[config.mk]
export PLATFORM = sky130hd
export DESIGN_NAME = terminal_config_address_regs
export DESIGN_NICKNAME = d
export VERILOG_FILES = /design/src/design/term_cfg_pkg.sv /design/src/design/terminal_config_address_regs.sv
export SDC_FILE = /design/constraint.sdc
export NUM_CORES = 1
export LEC_CHECK = 0
export ABC_CLOCK_PERIOD_IN_PS = 5340
export BUFFER_PORTS_ARGS = -buffer_cell sky130_fd_sc_hd__buf_4
export CORE_ASPECT_RATIO = 0.6
export CORE_UTILIZATION = 30
export DETAILED_ROUTE_END_ITERATION = 10
export PLACE_DENSITY = 0.64
export SYNTH_ARGS = -nofsm -noshare
export SYNTH_HDL_FRONTEND = slang
export SYNTH_SLANG_ARGS = --single-unit
[constraint.sdc]
create_clock -name sys_clk_in -period 5.34 [get_ports sys_clk_in]
set_input_delay 1.068 -clock sys_clk_in [delete_from_list [all_inputs] [get_ports sys_clk_in]]
set_output_delay 1.068 -clock sys_clk_in [all_outputs]
set_load 0.01 [all_outputs]
[src/design/term_cfg_pkg.sv]
// Offsets, field positions, reset values and timing constants of the terminal config bank
package term_cfg_pkg;
  // Register indices; byte address is four times the index
  localparam logic [3:0] CFG_FOUR_IDX      = 4'h8;
  localparam logic [3:0] CFG_FIVE_IDX      = 4'h9;
  localparam logic [3:0] DATA_STACK_IDX    = 4'ha;
  localparam logic [3:0] LAST_CMD_IDX      = 4'hd;
  localparam int         ADDR_W            = 6;

  // Configuration four fields
  localparam int BIT_SRC_POS       = 15;
  localparam int BIT_BUSY_POS      = 14;
  localparam int MODE_BUSY_POS     = 13;
  localparam int EXP_CTRL_POS      = 12;
  localparam int LATCH_EN_POS      = 3;
  localparam logic [2:0] LOOP_START = 3'h2;
  localparam logic [2:0] LOOP_STOP  = 3'h0;
  localparam logic [15:0] CFG_FOUR_MASK = 16'hf00f;

  // Configuration five fields
  localparam int SPARE_POS         = 15;
  localparam int INH_A_POS         = 13;
  localparam int INH_B_POS         = 12;
  localparam int ZX_POS            = 11;
  localparam int TMO_LO            = 9;
  localparam int DEADBUS_POS       = 8;
  localparam int BCAST_DIS_POS     = 7;
  localparam int LATCH_IN_POS      = 6;
  localparam logic [1:0] TMO_RESET = 2'h0;

  localparam logic [15:0] CFG_FOUR_RESET = 16'h0000;
  localparam logic [15:0] LAST_CMD_RESET = 16'h0000;
  localparam logic [15:0] SHARED_BIT_LOC = 16'h0123;
  localparam logic [4:0]  BCAST_ADDR     = 5'h1f;

  // Timing, in nanoseconds, and the clock
  localparam int CLK_NS         = 50;
  localparam int TMO0_NS        = 18500;
  localparam int TMO1_NS        = 22500;
  localparam int TMO2_NS        = 53500;
  localparam int TMO3_NS        = 130000;
  localparam int RESP_DELAY_NS  = 7000;
  localparam int TMO0_CYC       = TMO0_NS / CLK_NS;
  localparam int TMO1_CYC       = TMO1_NS / CLK_NS;
  localparam int TMO2_CYC       = TMO2_NS / CLK_NS;
  localparam int TMO3_CYC       = TMO3_NS / CLK_NS;
  localparam int RESP_DELAY_CYC = RESP_DELAY_NS / CLK_NS;
  localparam int CNT_W          = 12;
endpackage

[src/design/terminal_config_address_regs.sv]
// Host register bank for terminal configuration, address latching and last command
// Functional notes
// - Config four bit 15 picks internal BIT register or shared word 0x0123.
// - While busy, never send a BIT word, regardless of bit 14.
// - While busy, never send a mode data word, regardless of bit 13.
// - Config four bit 12 selects expanded control word, bus controller only.
// - Config four bit 3 enables address latching on config five writes.
// - Writing 010 to config four bits 2..0 starts loopback; zero stops it.
// - Config five bit 15 is read/write and has no effect.
// - Config five bit 14 always reads zero.
// - Config five bits 13,12 read the bus A and B inhibit inputs.
// - Config five bit 11 always reads one.
// - Config five bits 10..9 select 18.5/22.5/53.5/130 us timeout; reset 00.
// - Terminal status response delay is fixed near 7 us.
// - Dead-bus gap of 2 us is never checked, even with bit 8 set.
// - Config five bit 7 clear makes address 31 broadcast; set makes it ordinary.
// - Bit 6 reads latch input; while low address follows the lines.
// - Latch input rising outside reset captures address lines and parity.
// - Latch high and bit 3 set: config five write latches selected source.
// - Config five bits 5..1 read address in use, bit 0 its parity.
// - Monitor data stack pointer always reads zero.
// - Last command holds 16-bit command, updated with start flag, resets zero.
// - Transmit-last-command mode command never becomes the stored last command.
// - Terminal stacks only legal commands; monitor stacks every command.
// - Internal source sends the internal BIT register content.
//
// Decided for this implementation: the Avalon-MM interface to the registers.
module terminal_config_address_regs #(
  parameter int DATA_W = 16
) (
  input  wire logic              sys_clk_in,
  input  wire logic              reset_in,
  input  wire logic              clk_en_in,
  // Avalon-MM slave, word addressed by byte address
  input  wire logic [7:0]        avs_address_in,
  input  wire logic              avs_read_in,
  input  wire logic              avs_write_in,
  input  wire logic [31:0]       avs_writedata_in,
  input  wire logic [3:0]        avs_byteenable_in,
  output logic [31:0]            avs_readdata_out,
  output logic                   avs_waitrequest_out,
  output logic [1:0]             avs_response_out,
  // Pins
  input  wire logic              inhibit_a_in,
  input  wire logic              inhibit_b_in,
  input  wire logic              address_latch_input_in,
  input  wire logic [4:0]        terminal_address_lines_in,
  input  wire logic              terminal_address_parity_line_in,
  // Alternate latch source, chosen by config six bit 5 outside this block
  input  wire logic              alt_addr_sel_in,
  input  wire logic [5:0]        alt_addr_in,
  // Engine side
  input  wire logic              busy_in,
  input  wire logic              bc_mode_in,
  input  wire logic              monitor_mode_in,
  input  wire logic [DATA_W-1:0] internal_bit_word_in,
  input  wire logic [DATA_W-1:0] shared_bit_word_in,
  input  wire logic              message_start_flag_in,
  input  wire logic [DATA_W-1:0] command_word_in,
  input  wire logic              command_tx_last_in,
  input  wire logic              command_legal_in,
  input  wire logic              resp_wait_start_in,
  output logic [DATA_W-1:0]      bit_word_out,
  output logic [15:0]            bit_word_loc_out,
  output logic                   bit_word_send_ok_out,
  output logic                   mode_data_send_ok_out,
  output logic                   expanded_ctrl_out,
  output logic                   loopback_run_out,
  output logic [4:0]             terminal_address_out,
  output logic                   terminal_parity_out,
  output logic                   broadcast_31_out,
  output logic                   deadbus_check_out,
  output logic                   stack_push_out,
  output logic                   no_response_tmo_out,
  output logic                   status_resp_due_out
);

  typedef enum logic [1:0] {
    ST_IDLE = 2'b00,
    ST_ANS  = 2'b01
  } bus_state_t;

  typedef struct packed {
    bus_state_t       st;
    logic [31:0]      rdata;
    logic [1:0]       resp;
    logic [15:0]      cfg4;
    logic             spare;
    logic [1:0]       tmo_sel;
    logic             deadbus_req;
    logic             bcast_dis;
    logic [5:0]       addr;
    logic             latch_prev;
    logic [DATA_W-1:0] last_cmd;
    logic             tmo_run;
    logic [term_cfg_pkg::CNT_W-1:0] tmo_cnt;
    logic             tmo_hit;
    logic             resp_run;
    logic [term_cfg_pkg::CNT_W-1:0] resp_cnt;
    logic             resp_hit;
    logic             push;
  } state_t;

  state_t s_r;
  state_t s_nxt;

  logic [3:0]  reg_idx;
  logic        addr_ok;
  logic [15:0] cfg5_view;
  logic [term_cfg_pkg::CNT_W-1:0] tmo_limit;

  assign reg_idx = avs_address_in[5:2];
  assign addr_ok = (avs_address_in[1:0] == 2'h0) && (avs_address_in[7:6] == 2'h0);

  always_comb begin
    case (s_r.tmo_sel)
      2'h0: tmo_limit = term_cfg_pkg::CNT_W'(term_cfg_pkg::TMO0_CYC);
      2'h1: tmo_limit = term_cfg_pkg::CNT_W'(term_cfg_pkg::TMO1_CYC);
      2'h2: tmo_limit = term_cfg_pkg::CNT_W'(term_cfg_pkg::TMO2_CYC);
      default: tmo_limit = term_cfg_pkg::CNT_W'(term_cfg_pkg::TMO3_CYC);
    endcase
  end

  always_comb begin
    cfg5_view = 16'h0000;
    cfg5_view[term_cfg_pkg::SPARE_POS]      = s_r.spare;
    cfg5_view[term_cfg_pkg::INH_A_POS]      = inhibit_a_in;
    cfg5_view[term_cfg_pkg::INH_B_POS]      = inhibit_b_in;
    cfg5_view[term_cfg_pkg::ZX_POS]         = 1'b1;
    cfg5_view[term_cfg_pkg::TMO_LO+1 -: 2]  = s_r.tmo_sel;
    cfg5_view[term_cfg_pkg::DEADBUS_POS]    = s_r.deadbus_req;
    cfg5_view[term_cfg_pkg::BCAST_DIS_POS]  = s_r.bcast_dis;
    cfg5_view[term_cfg_pkg::LATCH_IN_POS]   = address_latch_input_in;
    cfg5_view[5:0] = {terminal_address_out, terminal_parity_out};
  end

  always_comb begin
    s_nxt = s_r;
    s_nxt.push = 1'b0;
    s_nxt.tmo_hit = 1'b0;
    s_nxt.resp_hit = 1'b0;
    s_nxt.latch_prev = address_latch_input_in;
    // Lines followed while latch input is low
    if (!address_latch_input_in) begin
      s_nxt.addr = {terminal_address_lines_in, terminal_address_parity_line_in};
    end else if (!s_r.latch_prev) begin
      s_nxt.addr = {terminal_address_lines_in, terminal_address_parity_line_in};
    end
    case (s_r.st)
      ST_IDLE: begin
        if (avs_read_in || avs_write_in) begin
          s_nxt.st = ST_ANS;
          s_nxt.rdata = 32'h0000_0000;
          s_nxt.resp = addr_ok ? 2'h0 : 2'h3;
          if (avs_read_in && addr_ok) begin
            case (reg_idx)
              term_cfg_pkg::CFG_FOUR_IDX:   s_nxt.rdata[15:0] = s_r.cfg4;
              term_cfg_pkg::CFG_FIVE_IDX:   s_nxt.rdata[15:0] = cfg5_view;
              term_cfg_pkg::DATA_STACK_IDX: s_nxt.rdata[15:0] = 16'h0000;
              term_cfg_pkg::LAST_CMD_IDX:   s_nxt.rdata[15:0] = s_r.last_cmd;
              default:                      s_nxt.resp = 2'h3;
            endcase
          end
          if (avs_write_in && addr_ok && (avs_byteenable_in[1:0] == 2'h3)) begin
            case (reg_idx)
              term_cfg_pkg::CFG_FOUR_IDX: begin
                s_nxt.cfg4 = avs_writedata_in[15:0] & term_cfg_pkg::CFG_FOUR_MASK;
              end
              term_cfg_pkg::CFG_FIVE_IDX: begin
                s_nxt.spare       = avs_writedata_in[term_cfg_pkg::SPARE_POS];
                s_nxt.tmo_sel     = avs_writedata_in[term_cfg_pkg::TMO_LO+1 -: 2];
                s_nxt.deadbus_req = avs_writedata_in[term_cfg_pkg::DEADBUS_POS];
                s_nxt.bcast_dis   = avs_writedata_in[term_cfg_pkg::BCAST_DIS_POS];
                if (address_latch_input_in && s_r.latch_prev
                    && s_r.cfg4[term_cfg_pkg::LATCH_EN_POS]) begin
                  s_nxt.addr = alt_addr_sel_in ? alt_addr_in
                               : {terminal_address_lines_in, terminal_address_parity_line_in};
                end
              end
              default: begin
                s_nxt.resp = (reg_idx == term_cfg_pkg::DATA_STACK_IDX
                              || reg_idx == term_cfg_pkg::LAST_CMD_IDX) ? 2'h0 : 2'h3;
              end
            endcase
          end
        end
      end
      ST_ANS:  s_nxt.st = ST_IDLE;
      default: s_nxt.st = ST_IDLE;
    endcase
    // Last command capture with start flag; stack push policy
    if (message_start_flag_in) begin
      if (!command_tx_last_in) begin
        s_nxt.last_cmd = command_word_in;
      end
      s_nxt.push = monitor_mode_in || command_legal_in;
    end
    // Counters run on the core clock only
    if (resp_wait_start_in) begin
      s_nxt.tmo_run = 1'b1;
      s_nxt.tmo_cnt = '0;
      s_nxt.resp_run = 1'b1;
      s_nxt.resp_cnt = '0;
    end else begin
      if (s_r.tmo_run) begin
        if (s_r.tmo_cnt == tmo_limit - 1'b1) begin
          s_nxt.tmo_run = 1'b0;
          s_nxt.tmo_hit = 1'b1;
        end else begin
          s_nxt.tmo_cnt = s_r.tmo_cnt + 1'b1;
        end
      end
      if (s_r.resp_run) begin
        if (s_r.resp_cnt == term_cfg_pkg::CNT_W'(term_cfg_pkg::RESP_DELAY_CYC - 1)) begin
          s_nxt.resp_run = 1'b0;
          s_nxt.resp_hit = 1'b1;
        end else begin
          s_nxt.resp_cnt = s_r.resp_cnt + 1'b1;
        end
      end
    end
  end

  always_ff @(posedge sys_clk_in) begin
    if (reset_in) begin
      s_r <= '0;
      s_r.st <= ST_IDLE;
      s_r.cfg4 <= term_cfg_pkg::CFG_FOUR_RESET;
      s_r.tmo_sel <= term_cfg_pkg::TMO_RESET;
      s_r.last_cmd <= term_cfg_pkg::LAST_CMD_RESET;
      s_r.latch_prev <= 1'b1;
    end else if (clk_en_in) begin
      s_r <= s_nxt;
    end
  end

  // Answer cycle: waitrequest drops once the answer is registered
  assign avs_waitrequest_out = (s_r.st != ST_ANS);
  assign avs_readdata_out    = s_r.rdata;
  assign avs_response_out    = s_r.resp;

  // Host word replaces the internal register when bit 15 is set
  assign bit_word_out = s_r.cfg4[term_cfg_pkg::BIT_SRC_POS]
                        ? shared_bit_word_in : internal_bit_word_in;
  assign bit_word_loc_out = s_r.cfg4[term_cfg_pkg::BIT_SRC_POS]
                            ? term_cfg_pkg::SHARED_BIT_LOC : 16'h0000;
  assign bit_word_send_ok_out  = !busy_in;
  assign mode_data_send_ok_out = !busy_in;
  assign expanded_ctrl_out = bc_mode_in && s_r.cfg4[term_cfg_pkg::EXP_CTRL_POS];
  assign loopback_run_out  = (s_r.cfg4[2:0] == term_cfg_pkg::LOOP_START);
  assign terminal_address_out = s_r.addr[5:1];
  assign terminal_parity_out  = s_r.addr[0];
  assign broadcast_31_out  = !s_r.bcast_dis;
  assign deadbus_check_out = 1'b0;
  assign stack_push_out = s_r.push;
  assign no_response_tmo_out = s_r.tmo_hit;
  assign status_resp_due_out = s_r.resp_hit;

  // Bus answer checks
  rd_hi_zero_a: assert property (@(posedge sys_clk_in) disable iff (reset_in)
    !avs_waitrequest_out |-> avs_readdata_out[31:16] == 16'h0000)
    else $error("upper read half not zero");
  wait_ans_a: assert property (@(posedge sys_clk_in) disable iff (reset_in)
    (clk_en_in && !avs_waitrequest_out) |=> avs_waitrequest_out)
    else $error("answer longer than one cycle");
  cfg5_const_a: assert property (@(posedge sys_clk_in) disable iff (reset_in)
    (s_r.st == ST_ANS && $past(avs_read_in) && $past(addr_ok)
      && $past(reg_idx) == term_cfg_pkg::CFG_FIVE_IDX) |-> s_r.rdata[11] && !s_r.rdata[14])
    else $error("fixed config five bits wrong");

  // Send gating checks
  bit_int_a: assert property (@(posedge sys_clk_in) disable iff (reset_in)
    !s_r.cfg4[term_cfg_pkg::BIT_SRC_POS] |-> bit_word_out == internal_bit_word_in)
    else $error("internal BIT word not sent");
  bit_shared_a: assert property (@(posedge sys_clk_in) disable iff (reset_in)
    s_r.cfg4[term_cfg_pkg::BIT_SRC_POS] |-> bit_word_out == shared_bit_word_in)
    else $error("host BIT word not sent");
  mode_busy_a: assert property (@(posedge sys_clk_in) disable iff (reset_in)
    busy_in |-> !mode_data_send_ok_out)
    else $error("mode data allowed while busy");
  exp_ctrl_a: assert property (@(posedge sys_clk_in) disable iff (reset_in)
    !bc_mode_in |-> !expanded_ctrl_out)
    else $error("expanded control outside controller mode");
  bcast_a: assert property (@(posedge sys_clk_in) disable iff (reset_in)
    s_r.bcast_dis |-> !broadcast_31_out)
    else $error("address 31 still broadcast");

  // Address and command capture checks
  latch_edge_a: assert property (@(posedge sys_clk_in) disable iff (reset_in)
    (clk_en_in && address_latch_input_in && !s_r.latch_prev) |=> {terminal_address_out,
      terminal_parity_out} == $past({terminal_address_lines_in, terminal_address_parity_line_in}))
    else $error("address not captured on latch edge");
  tx_last_a: assert property (@(posedge sys_clk_in) disable iff (reset_in)
    (clk_en_in && message_start_flag_in && command_tx_last_in) |=> $stable(s_r.last_cmd))
    else $error("transmit last command was stored");
  push_mon_a: assert property (@(posedge sys_clk_in) disable iff (reset_in)
    (clk_en_in && message_start_flag_in && monitor_mode_in) |=> stack_push_out)
    else $error("monitor command not stacked");
  push_bad_a: assert property (@(posedge sys_clk_in) disable iff (reset_in)
    (clk_en_in && message_start_flag_in && !monitor_mode_in && !command_legal_in)
      |=> !stack_push_out)
    else $error("illegal command stacked");

  // Counter checks
  resp_len_a: assert property (@(posedge sys_clk_in) disable iff (reset_in)
    (clk_en_in && resp_wait_start_in) |=> !status_resp_due_out [*8])
    else $error("status response too early");
  tmo_pulse_a: assert property (@(posedge sys_clk_in) disable iff (reset_in)
    (clk_en_in && no_response_tmo_out) |=> !no_response_tmo_out)
    else $error("timeout pulse too long");

  bit_src_a: assert property (@(posedge sys_clk_in) disable iff (reset_in)
    s_r.cfg4[15] |-> bit_word_loc_out == 16'h0123)
    else $error("BIT word location wrong");
  busy_bit_a: assert property (@(posedge sys_clk_in) disable iff (reset_in)
    busy_in |-> !bit_word_send_ok_out && !mode_data_send_ok_out)
    else $error("word sent while busy");
  zero_read_a: assert property (@(posedge sys_clk_in) disable iff (reset_in)
    (s_r.st == ST_ANS && $past(reg_idx) == 4'ha && $past(avs_read_in)) |-> s_r.rdata == 0)
    else $error("stack pointer not zero");
  deadbus_off_a: assert property (@(posedge sys_clk_in) disable iff (reset_in)
    s_r.deadbus_req |-> !deadbus_check_out)
    else $error("dead bus checked");
  last_cmd_a: assert property (@(posedge sys_clk_in) disable iff (reset_in)
    (clk_en_in && message_start_flag_in && !command_tx_last_in)
      |=> s_r.last_cmd == $past(command_word_in))
    else $error("last command not captured");
  addr_follow_a: assert property (@(posedge sys_clk_in) disable iff (reset_in)
    (clk_en_in && !address_latch_input_in)
      |=> terminal_address_out == $past(terminal_address_lines_in))
    else $error("address not following lines");
  tmo_len_a: assert property (@(posedge sys_clk_in) disable iff (reset_in)
    (clk_en_in && resp_wait_start_in && s_r.tmo_sel == 2'h0 && !s_r.tmo_run)
      |=> !no_response_tmo_out [*8])
    else $error("timeout too early");
  loop_start_a: assert property (@(posedge sys_clk_in) disable iff (reset_in)
    (clk_en_in && s_r.st == ST_IDLE && avs_write_in && addr_ok && avs_byteenable_in[1:0] == 2'h3
      && reg_idx == term_cfg_pkg::CFG_FOUR_IDX
      && avs_writedata_in[2:0] == term_cfg_pkg::LOOP_START) |=> loopback_run_out)
    else $error("loopback not started");
  loop_stop_a: assert property (@(posedge sys_clk_in) disable iff (reset_in)
    (clk_en_in && s_r.st == ST_IDLE && avs_write_in && addr_ok && avs_byteenable_in[1:0] == 2'h3
      && reg_idx == term_cfg_pkg::CFG_FOUR_IDX
      && avs_writedata_in[2:0] == term_cfg_pkg::LOOP_STOP) |=> !loopback_run_out)
    else $error("loopback not stopped");

endmodule

[Word level (Yosys, flattened, before mapping)]
Cells that the tools add are included.
Word-level totals
  memories kept: 0
  flip-flop bits (word level): 85
  bits in latches: 0
  memory bits (writable): 0
  output and inout port bits: 82
  bits in read-only memories: 0
  word-level logic and storage cells: 95
Cells by class
  magnitude comparators: 0
  mux-type cells: 32
  shift-type cells: 0
  bitwise operators: 1
  eq/ne operators: 14
  $add $sub $neg: 3
  reduce and logical (&&, ||, !) cells: 27
  divide/modulo/power cells: 0
  multipliers: 0
Operators with widths (count)
  63-bit 2-to-1 mux: 1
  16-bit one-hot mux with 3 select lines: 1
  12-bit one-hot mux with 3 select lines: 1
  16-bit 2-to-1 mux: 2
  6-bit 2-to-1 mux: 5
  29-bit 2-to-1 mux: 1
  14-bit 2-to-1 mux: 2
  13-bit 2-to-1 mux: 2
  12-bit by 1-bit adder with 12-bit output, second input constant: 2
  12-bit 2-to-1 mux: 2
  18-bit 2-to-1 mux: 1
  4-bit == test, second input constant: 4
  12-bit == test: 1
  12-bit by 8-bit == test with 1-bit output, second input constant: 1
  3-bit AND reduction: 4
  12-bit by 1-bit subtractor with 12-bit output, second input constant: 1
  11-bit 2-to-1 mux: 1
  2-bit 2-to-1 mux: 5
  5-bit AND reduction: 2
  9-bit 2-to-1 mux: 1
  2-bit logical NOT: 4
  1-bit logical AND: 7
  1-bit 2-to-1 mux: 7
  2-bit != test, second input constant: 3
  other kinds (11): 16

[Longest topological paths before layout]
Gate-level depths: netlist (run 1).
  word-level depth: 9
  gate-level depth with buffers: 8

[Least setup slack after synthesis (run 1)]
Ideal clock, no wire load.
  path type: in2reg
  start point: input avs_byteenable_in[0]
  end point: register s_r, in the netlist terminal_address_out[0]
  cell stages on the path: 6
  arrival time: 2.458 ns
  setup slack: 2.796 ns
  cell sequence: nand3_2 > or3b_4 > or4_4 > buf_6 > mux2i_1 > a211oi_1
Between the ends
  longest elaborated chain between the ends: 5
RTL lines
  start: declaration: line terminal_config_address_regs.sv:39  | input wire logic [3:0] avs_byteenable_in,
  2-bit == test: line terminal_config_address_regs.sv:164  | if (avs_write_in && addr_ok && (avs_byteenable_in[1:0] == 2'h3)) begin
  1-bit logical AND: line terminal_config_address_regs.sv:164
  29-bit 2-to-1 mux: line terminal_config_address_regs.sv:164
  63-bit 2-to-1 mux: line terminal_config_address_regs.sv:151  | if (avs_read_in || avs_write_in) begin
  6-bit 2-to-1 mux: line terminal_config_address_regs.sv:149  | case (s_r.st)
  end signal: assignment: line terminal_config_address_regs.sv:233  | s_r <= s_nxt;
  end: declaration: line terminal_config_address_regs.sv:104  | state_t s_r;
Every way passes these cells. The select of a mux whose other input is x is not followed.
A chain may end at the register's enable or synchronous reset.

[Final worst setup path (run 1)]
  start point: register s_r[72] (netlist bit)
  end point: output bit_word_out[7]
Between the ends
  longest elaborated chain between the ends: 1
RTL lines
  16-bit 2-to-1 mux: line terminal_config_address_regs.sv:244  | ? shared_bit_word_in : internal_bit_word_in;
  end: declaration: line terminal_config_address_regs.sv:63  | output logic [DATA_W-1:0] bit_word_out,
Every way passes these cells.

==> run_results.csv, run 1 <==
group,metric,value,unit
grt,grt_max_degree,77,
clock_tree,insertion_delay,0.34,ns
worst_setup_path,crit_path_max_fanout,22,
timing,finalSetupTns,0,ns
timing,rsz0062_at_grt,"no",
synthesis,syn_avg_cell_area,8.67,µm²
power_and_ir_drop,power.density,242,nW/µm²
synthesis,synth_seq_cells,83,
routing,drt-met1-wl,6440,µm
synthesis,synth_edf_count,0,
timing,fin_crit,2.88,ns
placed_design,hpwl,9640,µm
outcome,status,"complete, no violations",
placed_design,place_congestion,0.810,
clock_tree,tritoncts,"yes",
synthesis,yosys-top-cells-area,"dfxtp_1 36%, buf_4 9.4%, mux2_2 7.0%",
synthesis,syn-cell-area,4640,µm²
finish,n_fill_cell,1558,
worst_setup_path,r2r-end,"cfg5_view[15]",
grt,antenna_found_initial,0,
timing,timing.final.ws_setup,2.46,ns
synthesis,synthArstFlopShare,0,
placed_design,detailed_place.area,5580,µm²
worst_hold_path,hp-class,"register to register",
finish,antenna_cells,0,
finish,final_cell_mix,"153 x buf_4, 83 x dfxtp_1, 67 x nand2_1",
routing,route.met2.wl,5320,µm
routing,dr.first_iter.drc_count,210,
finish,fin_util,0.396,
worst_setup_path,endpoint_kind,"primary output",
power_and_ir_drop,total_power,1.42,mW
worst_hold_path,hp-start,"s_r[40]",
grt,grt_pass1_wl,19700,µm
routing,dr.max_layer_used,"met4",
synthesis,yosysTopAreaCellShare,0.358,
timing,fin_crit_sh,0.539,
run,maxCapViolCount,0,
clock_tree,holdBufCountCts,0,
clock_tree,cts_buffer_depth,2,
clock_tree,cts_inserted_buffers,9,
synthesis,synth_cell_type_count,70,
worst_setup_path,crit_type,"register to primary output",
power_and_ir_drop,vdd_drop_max,0.000123,V
clock_tree,cts_resized,0,
power_and_ir_drop,leakage,2.38,nW
synthesis,yosysTopAreaCell,"dfxtp_1",
worst_setup_path,cpMaxStageDelayCell,"dfxtp_1",
clock_tree,clock-sinks,83,
timing,timing.fmax,347,MHz
worst_setup_path,cp-start-kind,"register",
synthesis,yosys_warnings,0,
finish,drive_above_1_share,0.332,
clock_tree,cts.root.buffer_cell,"clkbuf_16",
timing,final-hold-violation-count,0,
worst_hold_path,hold_depth,2,
routing,routed_wl,12900,µm
die,dieArea,16000,µm²
worst_hold_path,holdPathEnd,"s_r[40]",
timing,skew,0.00690,ns
routing,post_drt_wl_per_cell,15.2,µm
die,die-height,98.3,µm
grt,overflow,0,
timing,fin_worst_hold_slack,0.453,ns
routing,drc,0,
clock_tree,cts_setup_buffers,0,
timing,slew_headroom,0.414,
finish,nNetsFinal,769,
finish,post_layout_nonfiller_instances,849,
worst_setup_path,reg2reg_from,"s_r[107]",
timing,setup_viol,0,
routing,ant_nets,0,
finish,synthToLayoutAreaGrowth,26.5,%
synthesis,synth_flop_cell,"dfxtp_1",
timing,tightest_slew,0.877,ns
die,rows,34,
routing,drtPass1Iterations,5,
worst_setup_path,r2r_cells,5,
timing,slew_viol_final,0,
clock_tree,cts.htree.levels,3,
worst_setup_path,slowest_delay,0.88,ns
routing,via_per_inst,4.81,
grt,first_global_vias,3633,
placed_design,dp.cells,833,
routing,num_vias,4084,
worst_setup_path,path_cells,"mux2_2, buf_4",
die,io_pins,202,
die,start_util,0.313,
grt,grt_usage,0.161,
clock_tree,clkTransAtPathRegs,0.07,ns
routing,met3_length,1120,µm
die,die_w,163,µm
worst_setup_path,rrSetupSlack,3.00,ns
worst_setup_path,arrival,1.81,ns
die,core,14800,µm²
finish,mostFrequentLayoutCell,"buf_4",
placed_design,numPortBuffers,150,
synthesis,synth_cells,535,
finish,final_cell_area,5870,µm²
placed_design,detailedPlace.worstSlack,2.16,ns
worst_setup_path,critPathRequiredTime,4.27,ns
synthesis,seq_area_frac_synth,0.358,
-- power by group --
part / internal (mW) / switching (mW)
clock network: 0.324 / 0.279
registers: 0.630 / 0.00841
logic: 0.0890 / 0.0891
total: 1.04 / 0.376
-- worst max-delay path by stage --
stage | startpoint | end | slack (ns) | cells after the start
floorplan | avs_byteenable_in[0] | terminal_address_out[0] | 2.80 | 6
global placement | clk_en_in | cfg5_view[8] | 2.17 | 5
detailed placement | clk_en_in | cfg5_view[15] | 2.16 | 5
CTS | s_r[72] | bit_word_out[7] | 2.42 | 2
global route | s_r[72] | bit_word_out[7] | 2.33 | 2
finish | s_r[72] | bit_word_out[7] | 2.46 | 2
-- cells in the mapped netlist, types with 5 or more instances --
library cell	instances
clkbuf_1	15
nor3_1	6
inv_1	19
a211oi_1	5
dfxtp_1	83
a2bb2oi_1	7
a21oi_1	38
a311oi_1	6
buf_4	58
mux2i_1	22
nand2b_1	7
nor2_1	40
mux2_2	29
o21ai_0	8
and3_1	8
a22oi_1	14
nand2_1	67
nand3_1	21
-- state kept, by name (all words and copies together), names as in the netlist --
register and count:
terminal_address_out 5, s_r 52, no_response_tmo_out 1, stack_push_out 1, avs_response_out 1, terminal_parity_out 1, status_resp_due_out 1, cfg5_view 5
avs_readdata_out 16
-- critical path, delay by kind of cell (launching register included) --
kind | cells | cell delay [ns]
mux | 1 | 0.44
buf+inv | 1 | 0.15
flops | 1 | 0.88
-- logic make-up (layout without fill, tap and decap cells) --
family	count (synthesis)	after routing	share of synthesized area
other	1	29	0.000809
multiplexers	51	51	0.118
XOR/XNOR	4	4	0.00756
AO/OA/AOI/OAI	113	113	0.177
flip-flops	83	83	0.358
AND/OR/NAND/NOR	180	180	0.193
buffers and inverters	100	188	0.137
adder cells (fa/ha/maj)	3	3	0.00810
-- cell type report --
| type | instances | area (µm²) | area share |
|---|---|---|---|
| inverters | 19 | 71.3 | 0.0122 |
| well taps | 198 | 248 | 0.0422 |
| flip-flops and latches | 83 | 1660 | 0.283 |
| clock buffers | 9 | 225 | 0.0384 |
| repair buffers | 153 | 1150 | 0.196 |
| clock inverters | 7 | 60.1 | 0.0102 |
| multi-input cells | 380 | 2450 | 0.418 |
-- metal layers --
layer | vias up | global-route usage
li1 | 2034 | -
met1 | 1874 | 0.232
met2 | 172 | 0.231
met3 | 4 | 0.0540
met4 | 0 | 0.0283
met5 | - | 0
No activity file was read; power rests on OpenSTA's default activity.
==> run 2, diff against run 1 <==
ABC_AREA = 1   (was unset)
ABC_CLOCK_PERIOD_IN_PS = 3010   (was 5340)
PLACE_DENSITY = 0.63   (was 0.64)
clock period = 3.01 ns   (was 5.34 ns; I/O delays follow)
==> run_results.csv, run 2 <==
group,metric,value,unit
die,die-height,100,µm
grt,first_global_vias,4385,
worst_hold_path,hp-class,"register to register",
timing,fin_worst_hold_slack,0.452,ns
placed_design,detailed_place.area,5800,µm²
synthesis,synth_cell_type_count,38,
finish,final_cell_mix,"195 x nand2_1, 156 x buf_4, 83 x dfxtp_1",
die,start_util,0.311,
finish,top_register,"s_r",
timing,fin_crit_sh,0.718,
clock_tree,cts_resized,0,
synthesis,syn-cell-area,4840,µm²
grt,grt_usage,0.172,
synthesis,yosysTopAreaCellShare,0.344,
finish,largest_reg_flops,52,
timing,setup_viol,0,
grt,antenna_found_initial,0,
clock_tree,holdBufCountCts,0,
placed_design,place_congestion,0.821,
synthesis,seq_area_frac_synth,0.344,
routing,drtPass1Iterations,8,
grt,overflow,0,
clock_tree,cts.htree.levels,3,
worst_setup_path,endpoint_kind,"register",
outcome,status,"finished with violations",
timing,finalSetupTns,0,ns
clock_tree,clock-sinks,83,
synthesis,synthArstFlopShare,0,
synthesis,yosys-top-cells-count,"195 x nand2_1, 83 x dfxtp_1, 73 x nor2_1",
die,io_pins,202,
synthesis,synth_seq_cells,83,
grt,grt_pass1_wl,22800,µm
synthesis,syn_avg_cell_area,6.59,µm²
timing,timing.fmax,463,MHz
worst_setup_path,crit_path_max_fanout,10,
worst_setup_path,arrival,2.42,ns
outcome,violations,"design-rule violations",
clock_tree,cts_inserted_buffers,9,
synthesis,yosys_warnings,0,
clock_tree,insertion_delay,0.34,ns
routing,via_per_inst,4.52,
worst_setup_path,critPathRequiredTime,3.27,ns
routing,ant_nets,0,
clock_tree,tritoncts,"yes",
placed_design,numPortBuffers,150,
die,core,15500,µm²
timing,fin_crit,2.16,ns
clock_tree,cts.root.buffer_cell,"clkbuf_16",
routing,routed_wl,14000,µm
routing,post_drt_wl_per_cell,13.3,µm
synthesis,synth_cells,734,
worst_setup_path,cp-start-kind,"register",
synthesis,yosysTopAreaCell,"dfxtp_1",
routing,dr.first_iter.drc_count,324,
timing,slew_viol_final,0,
synthesis,synth_edf_count,0,
synthesis,yosys-top-cells-area,"dfxtp_1 34%, nand2_1 15%, buf_4 9.2%",
placed_design,hpwl,10700,µm
run,maxCapViolCount,0,
die,dieArea,16700,µm²
timing,rsz0062_at_grt,"no",
finish,antenna_cells,0,
finish,final_cell_area,6150,µm²
synthesis,synth_flop_cell,"dfxtp_1",
timing,final-hold-violation-count,0,
power_and_ir_drop,leakage,2.80,nW
finish,drive_above_1_share,0.228,
timing,skew,0.00425,ns
clock_tree,cts_buffer_depth,2,
finish,synthToLayoutAreaGrowth,27.2,%
finish,mostFrequentLayoutCell,"nand2_1",
die,rows,35,
routing,num_vias,4755,
routing,drc,6,
finish,nNetsFinal,967,
timing,tightest_slew,0.644,ns
power_and_ir_drop,vdd_drop_max,0.000260,V
worst_setup_path,crit_type,"register to register",
power_and_ir_drop,power.density,450,nW/µm²
die,die_w,166,µm
clock_tree,clkTransAtPathRegs,0.06,ns
grt,grt_max_degree,46,
clock_tree,cts_setup_buffers,0,
synthesis,yosysMostFrequentCell,"nand2_1",
timing,slew_headroom,0.569,
==> run 2: cell count changes after synthesis, moves of 9 or more <==
cell     before  now
inv_1        19   59
o21ai_0       8   55
nand2_1      67  195
nand4_1       3   12
mux2_2       29    0
mux2i_1      22    5
a22oi_1      14    0
a21oi_1      38   61
nor2_1       40   73
nand3_1      21   42
==> run 2: kinds of logic (layout without fill, tap and decap cells) <==
group           count (synthesis)  after routing  share of synthesized area
compound gates                136            136                      0.149
xor+xnor                        4              4                    0.00724
fa+ha+maj                       3              3                    0.00776
buf+inv                       154            240                      0.171
flops                          83             83                      0.344
mux                             5              5                     0.0103
other cells                     1             29                   0.000775
simple gates                  348            348                      0.310
==> run 2: layout make-up <==
class / count / area (µm²)
Multi-Input combinational cell: 525 / 2450
Inverter: 69 / 264
Clock buffer: 10 / 239
Fill cell: 1616 / 9390
Clock inverter: 5 / 110
Timing Repair Buffer: 156 / 1170
Sequential cell: 83 / 1660
Tap cell: 203 / 254
==> run 2: per-layer routing <==
layer,wire (µm),track usage,vias up
met5,0,0,-
met4,103,0.0345,0
met3,920,0.0552,6
met2,5550,0.246,128
met1,7380,0.248,2122
li1,-,-,2499
==> run 2: final timing paths <==
kind                                    start      end  slack, ns  cells after the start
worst max-delay path            cfg5_view[10]  s_r[24]       0.85                     12
worst min-delay path                  s_r[70]  s_r[70]       0.45                      2
worst max register to register  cfg5_view[10]  s_r[24]       0.85                     12
worst min register to register        s_r[70]  s_r[70]       0.45                      2
==> run 2: through the flow <==
step | total power, mW | std cells | util | setup WS (ns)
6_report | 2.77 | 1051 | 0.396 | 0.849
3_5_place_dp | 1.49 | 1036 | 0.373 | 0.778
5_1_grt | 2.89 | 1051 | 0.396 | 0.575
2_1_floorplan | 1.36 | 762 | - | 1.21
3_3_place_gp | 1.49 | 1036 | 0.373 | 0.766
4_1_cts | 2.80 | 1051 | 0.396 | 0.851
==> run 2: report_power, final <==
part           internal (mW)  leakage [nW]  switching, mW
clock                  0.836         0.171          0.460
combinational          0.151          1.95          0.178
sequential              1.12         0.673         0.0174
total                   2.11          2.80          0.656
==> run 2: critical path: stages, from the launching register on <==
cell	delay, ns
dfxtp_1	0.50
nand2_1	0.15
ha_1	0.32
nand2_1	0.07
nand2_1	0.04
nor2_1	0.09
nand2_1	0.07
nor2_1	0.09
nand3_1	0.14
nand2_2	0.18
buf_4	0.19
nand3_1	0.07
a21oi_1	0.17
==> run 3, diff against run 2 <==
ABC_AREA = 0   (was 1)
ABC_CLOCK_PERIOD_IN_PS = 1850   (was 3010)
PLACE_DENSITY = 0.66   (was 0.63)
clock period = 1.85 ns   (was 3.01 ns; I/O delays follow)
==> run_results.csv, run 3 (synthesis results as in run 1) <==
group,metric,value,unit
finish,drive_above_1_share,0.399,
clock_tree,clkTransAtPathRegs,0.07,ns
worst_hold_path,hp-start,"avs_writedata_in[3]",
grt,grt_usage,0.171,
die,start_util,0.313,
placed_design,detailedPlace.worstSlack,-0.204,ns
clock_tree,tritoncts,"yes",
die,dieArea,16000,µm²
worst_setup_path,endpoint_kind,"register",
die,die-height,98.3,µm
clock_tree,insertion_delay,0.34,ns
power_and_ir_drop,p_switching,1.06,mW
timing,timing.final.ws_setup,-0.0722,ns
worst_hold_path,hp-class,"input port to register",
placed_design,detailed_place.area,5990,µm²
timing,rsz0062_at_grt,"yes",
timing,final-hold-violation-count,0,
worst_setup_path,startpoint,"cfg5_view[9]",
clock_tree,holdBufCountCts,0,
finish,final_cell_mix,"195 x buf_4, 81 x dfxtp_1, 66 x nand2_1",
grt,antenna_found_initial,0,
finish,antenna_cells,0,
routing,drtPass1Iterations,5,
power_and_ir_drop,power_frac_comb,0.127,
routing,routed_wl,13800,µm
finish,nNetsFinal,817,
timing,setup_viol,10,
finish,top_register,"s_r",
outcome,status,"finished with violations",
clock_tree,clock-sinks,83,
grt,grt_pass1_wl,21000,µm
routing,ant_nets,0,
clock_tree,cts_inserted_buffers,9,
finish,largest_reg_flops,52,
outcome,violations,"negative setup slack",
finish,mostFrequentLayoutCell,"buf_4",
timing,fin_crit,1.92,ns
routing,dr.first_iter.drc_count,187,
power_and_ir_drop,total_power,4.38,mW
worst_setup_path,crit_type,"register to register",
die,rows,34,
worst_setup_path,cp-start-kind,"register",
worst_setup_path,critPathRequiredTime,2.11,ns
power_and_ir_drop,power.share.switching,0.242,
run,maxCapViolCount,0,
grt,first_global_vias,3980,
power_and_ir_drop,internal_power,3.32,mW
clock_tree,cts_buffer_depth,2,
power_and_ir_drop,clockPowerShare,0.453,
clock_tree,cts.root.buffer_cell,"clkbuf_16",
die,die_w,163,µm
routing,via_per_inst,4.74,
placed_design,numPortBuffers,150,
placed_design,place_congestion,0.836,
timing,fin_crit_sh,1.04,
worst_setup_path,reg2reg_from,"cfg5_view[9]",
routing,post_drt_wl_per_cell,15.4,µm
power_and_ir_drop,leakage,2.66,nW
worst_setup_path,arrival,2.18,ns
routing,num_vias,4253,
placed_design,hpwl,10600,µm
die,core,14800,µm²
worst_setup_path,crit_path_max_fanout,5,
power_and_ir_drop,seq_power_share,0.420,
power_and_ir_drop,power.density,684,nW/µm²
finish,synthToLayoutAreaGrowth,38.3,%
power_and_ir_drop,vdd_drop_max,0.000468,V
timing,skew,0.00709,ns
routing,drc,0,
timing,fin_worst_hold_slack,0.266,ns
timing,slew_viol_final,0,
finish,post_layout_nonfiller_instances,897,
timing,timing.fmax,520,MHz
grt,grt_max_degree,42,
clock_tree,cts.htree.levels,3,
finish,final_cell_area,6410,µm²
grt,overflow,0,
die,io_pins,202,
placed_design,dp.cells,878,
-- run 3: what timing repair did --
item | in CTS | in global routing
resized for setup | 1 | 14
setup buffers | 0 | 2
pin swaps | 0 | 3
cloned | 1 | 0
setup endpoints to repair | 10 | 26
-- run 3: power by group through the flow --
stage	clock network [mW]	logic [mW]	registers (mW)
floorplan	0	0.303	1.87
global placement	0	0.550	1.88
detailed placement	0	0.553	1.88
CTS	2.02	0.559	1.84
global route	2.09	0.606	1.84
finish	1.99	0.559	1.84
-- run 3: per-stage QoR --
stage          TNS (ns)  utilization
5_1_grt           -1.39        0.433
4_1_cts          -0.344        0.427
3_5_place_dp      -2.69        0.404
2_1_floorplan   -0.0448            -
3_3_place_gp      -1.78        0.404
6_report         -0.410        0.433
-- run 3: path summary, 6_finish.rpt --
| check | cells after the start | slack [ns] | end |
|---|---|---|---|
| max reg2reg | 7 | -0.07 | s_r[24] |
| min | 3 | 0.27 | s_r[60] |
| min reg2reg | 2 | 0.45 | s_r[44] |
| max | 7 | -0.07 | s_r[24] |
-- run 3: metal layers --
layer	GRT usage	wire length [µm]
met5	0	0
met4	0.0327	93
met3	0.0565	1210
met2	0.252	5940
met1	0.239	6600
-- run 3: final cells by class --
type | count | area (µm²)
timing repair buffer | 200 | 1550
clock buffer | 10 | 239
multi-input combinational | 381 | 2550
sequential | 83 | 1670
clock inverter | 6 | 88.8
tap | 198 | 248
inverter | 19 | 71.3
fill | 1519 | 8390
-- run 3: critical path, cell delays in order, from the launching register on --
cell and delay (ns):
dfxtp_4 0.36, nand2b_4 0.15, ha_4 0.27, xnor2_2 0.10, and3_4 0.20, o2111ai_4 0.18, o31a_4 0.42, o221ai_2 0.16
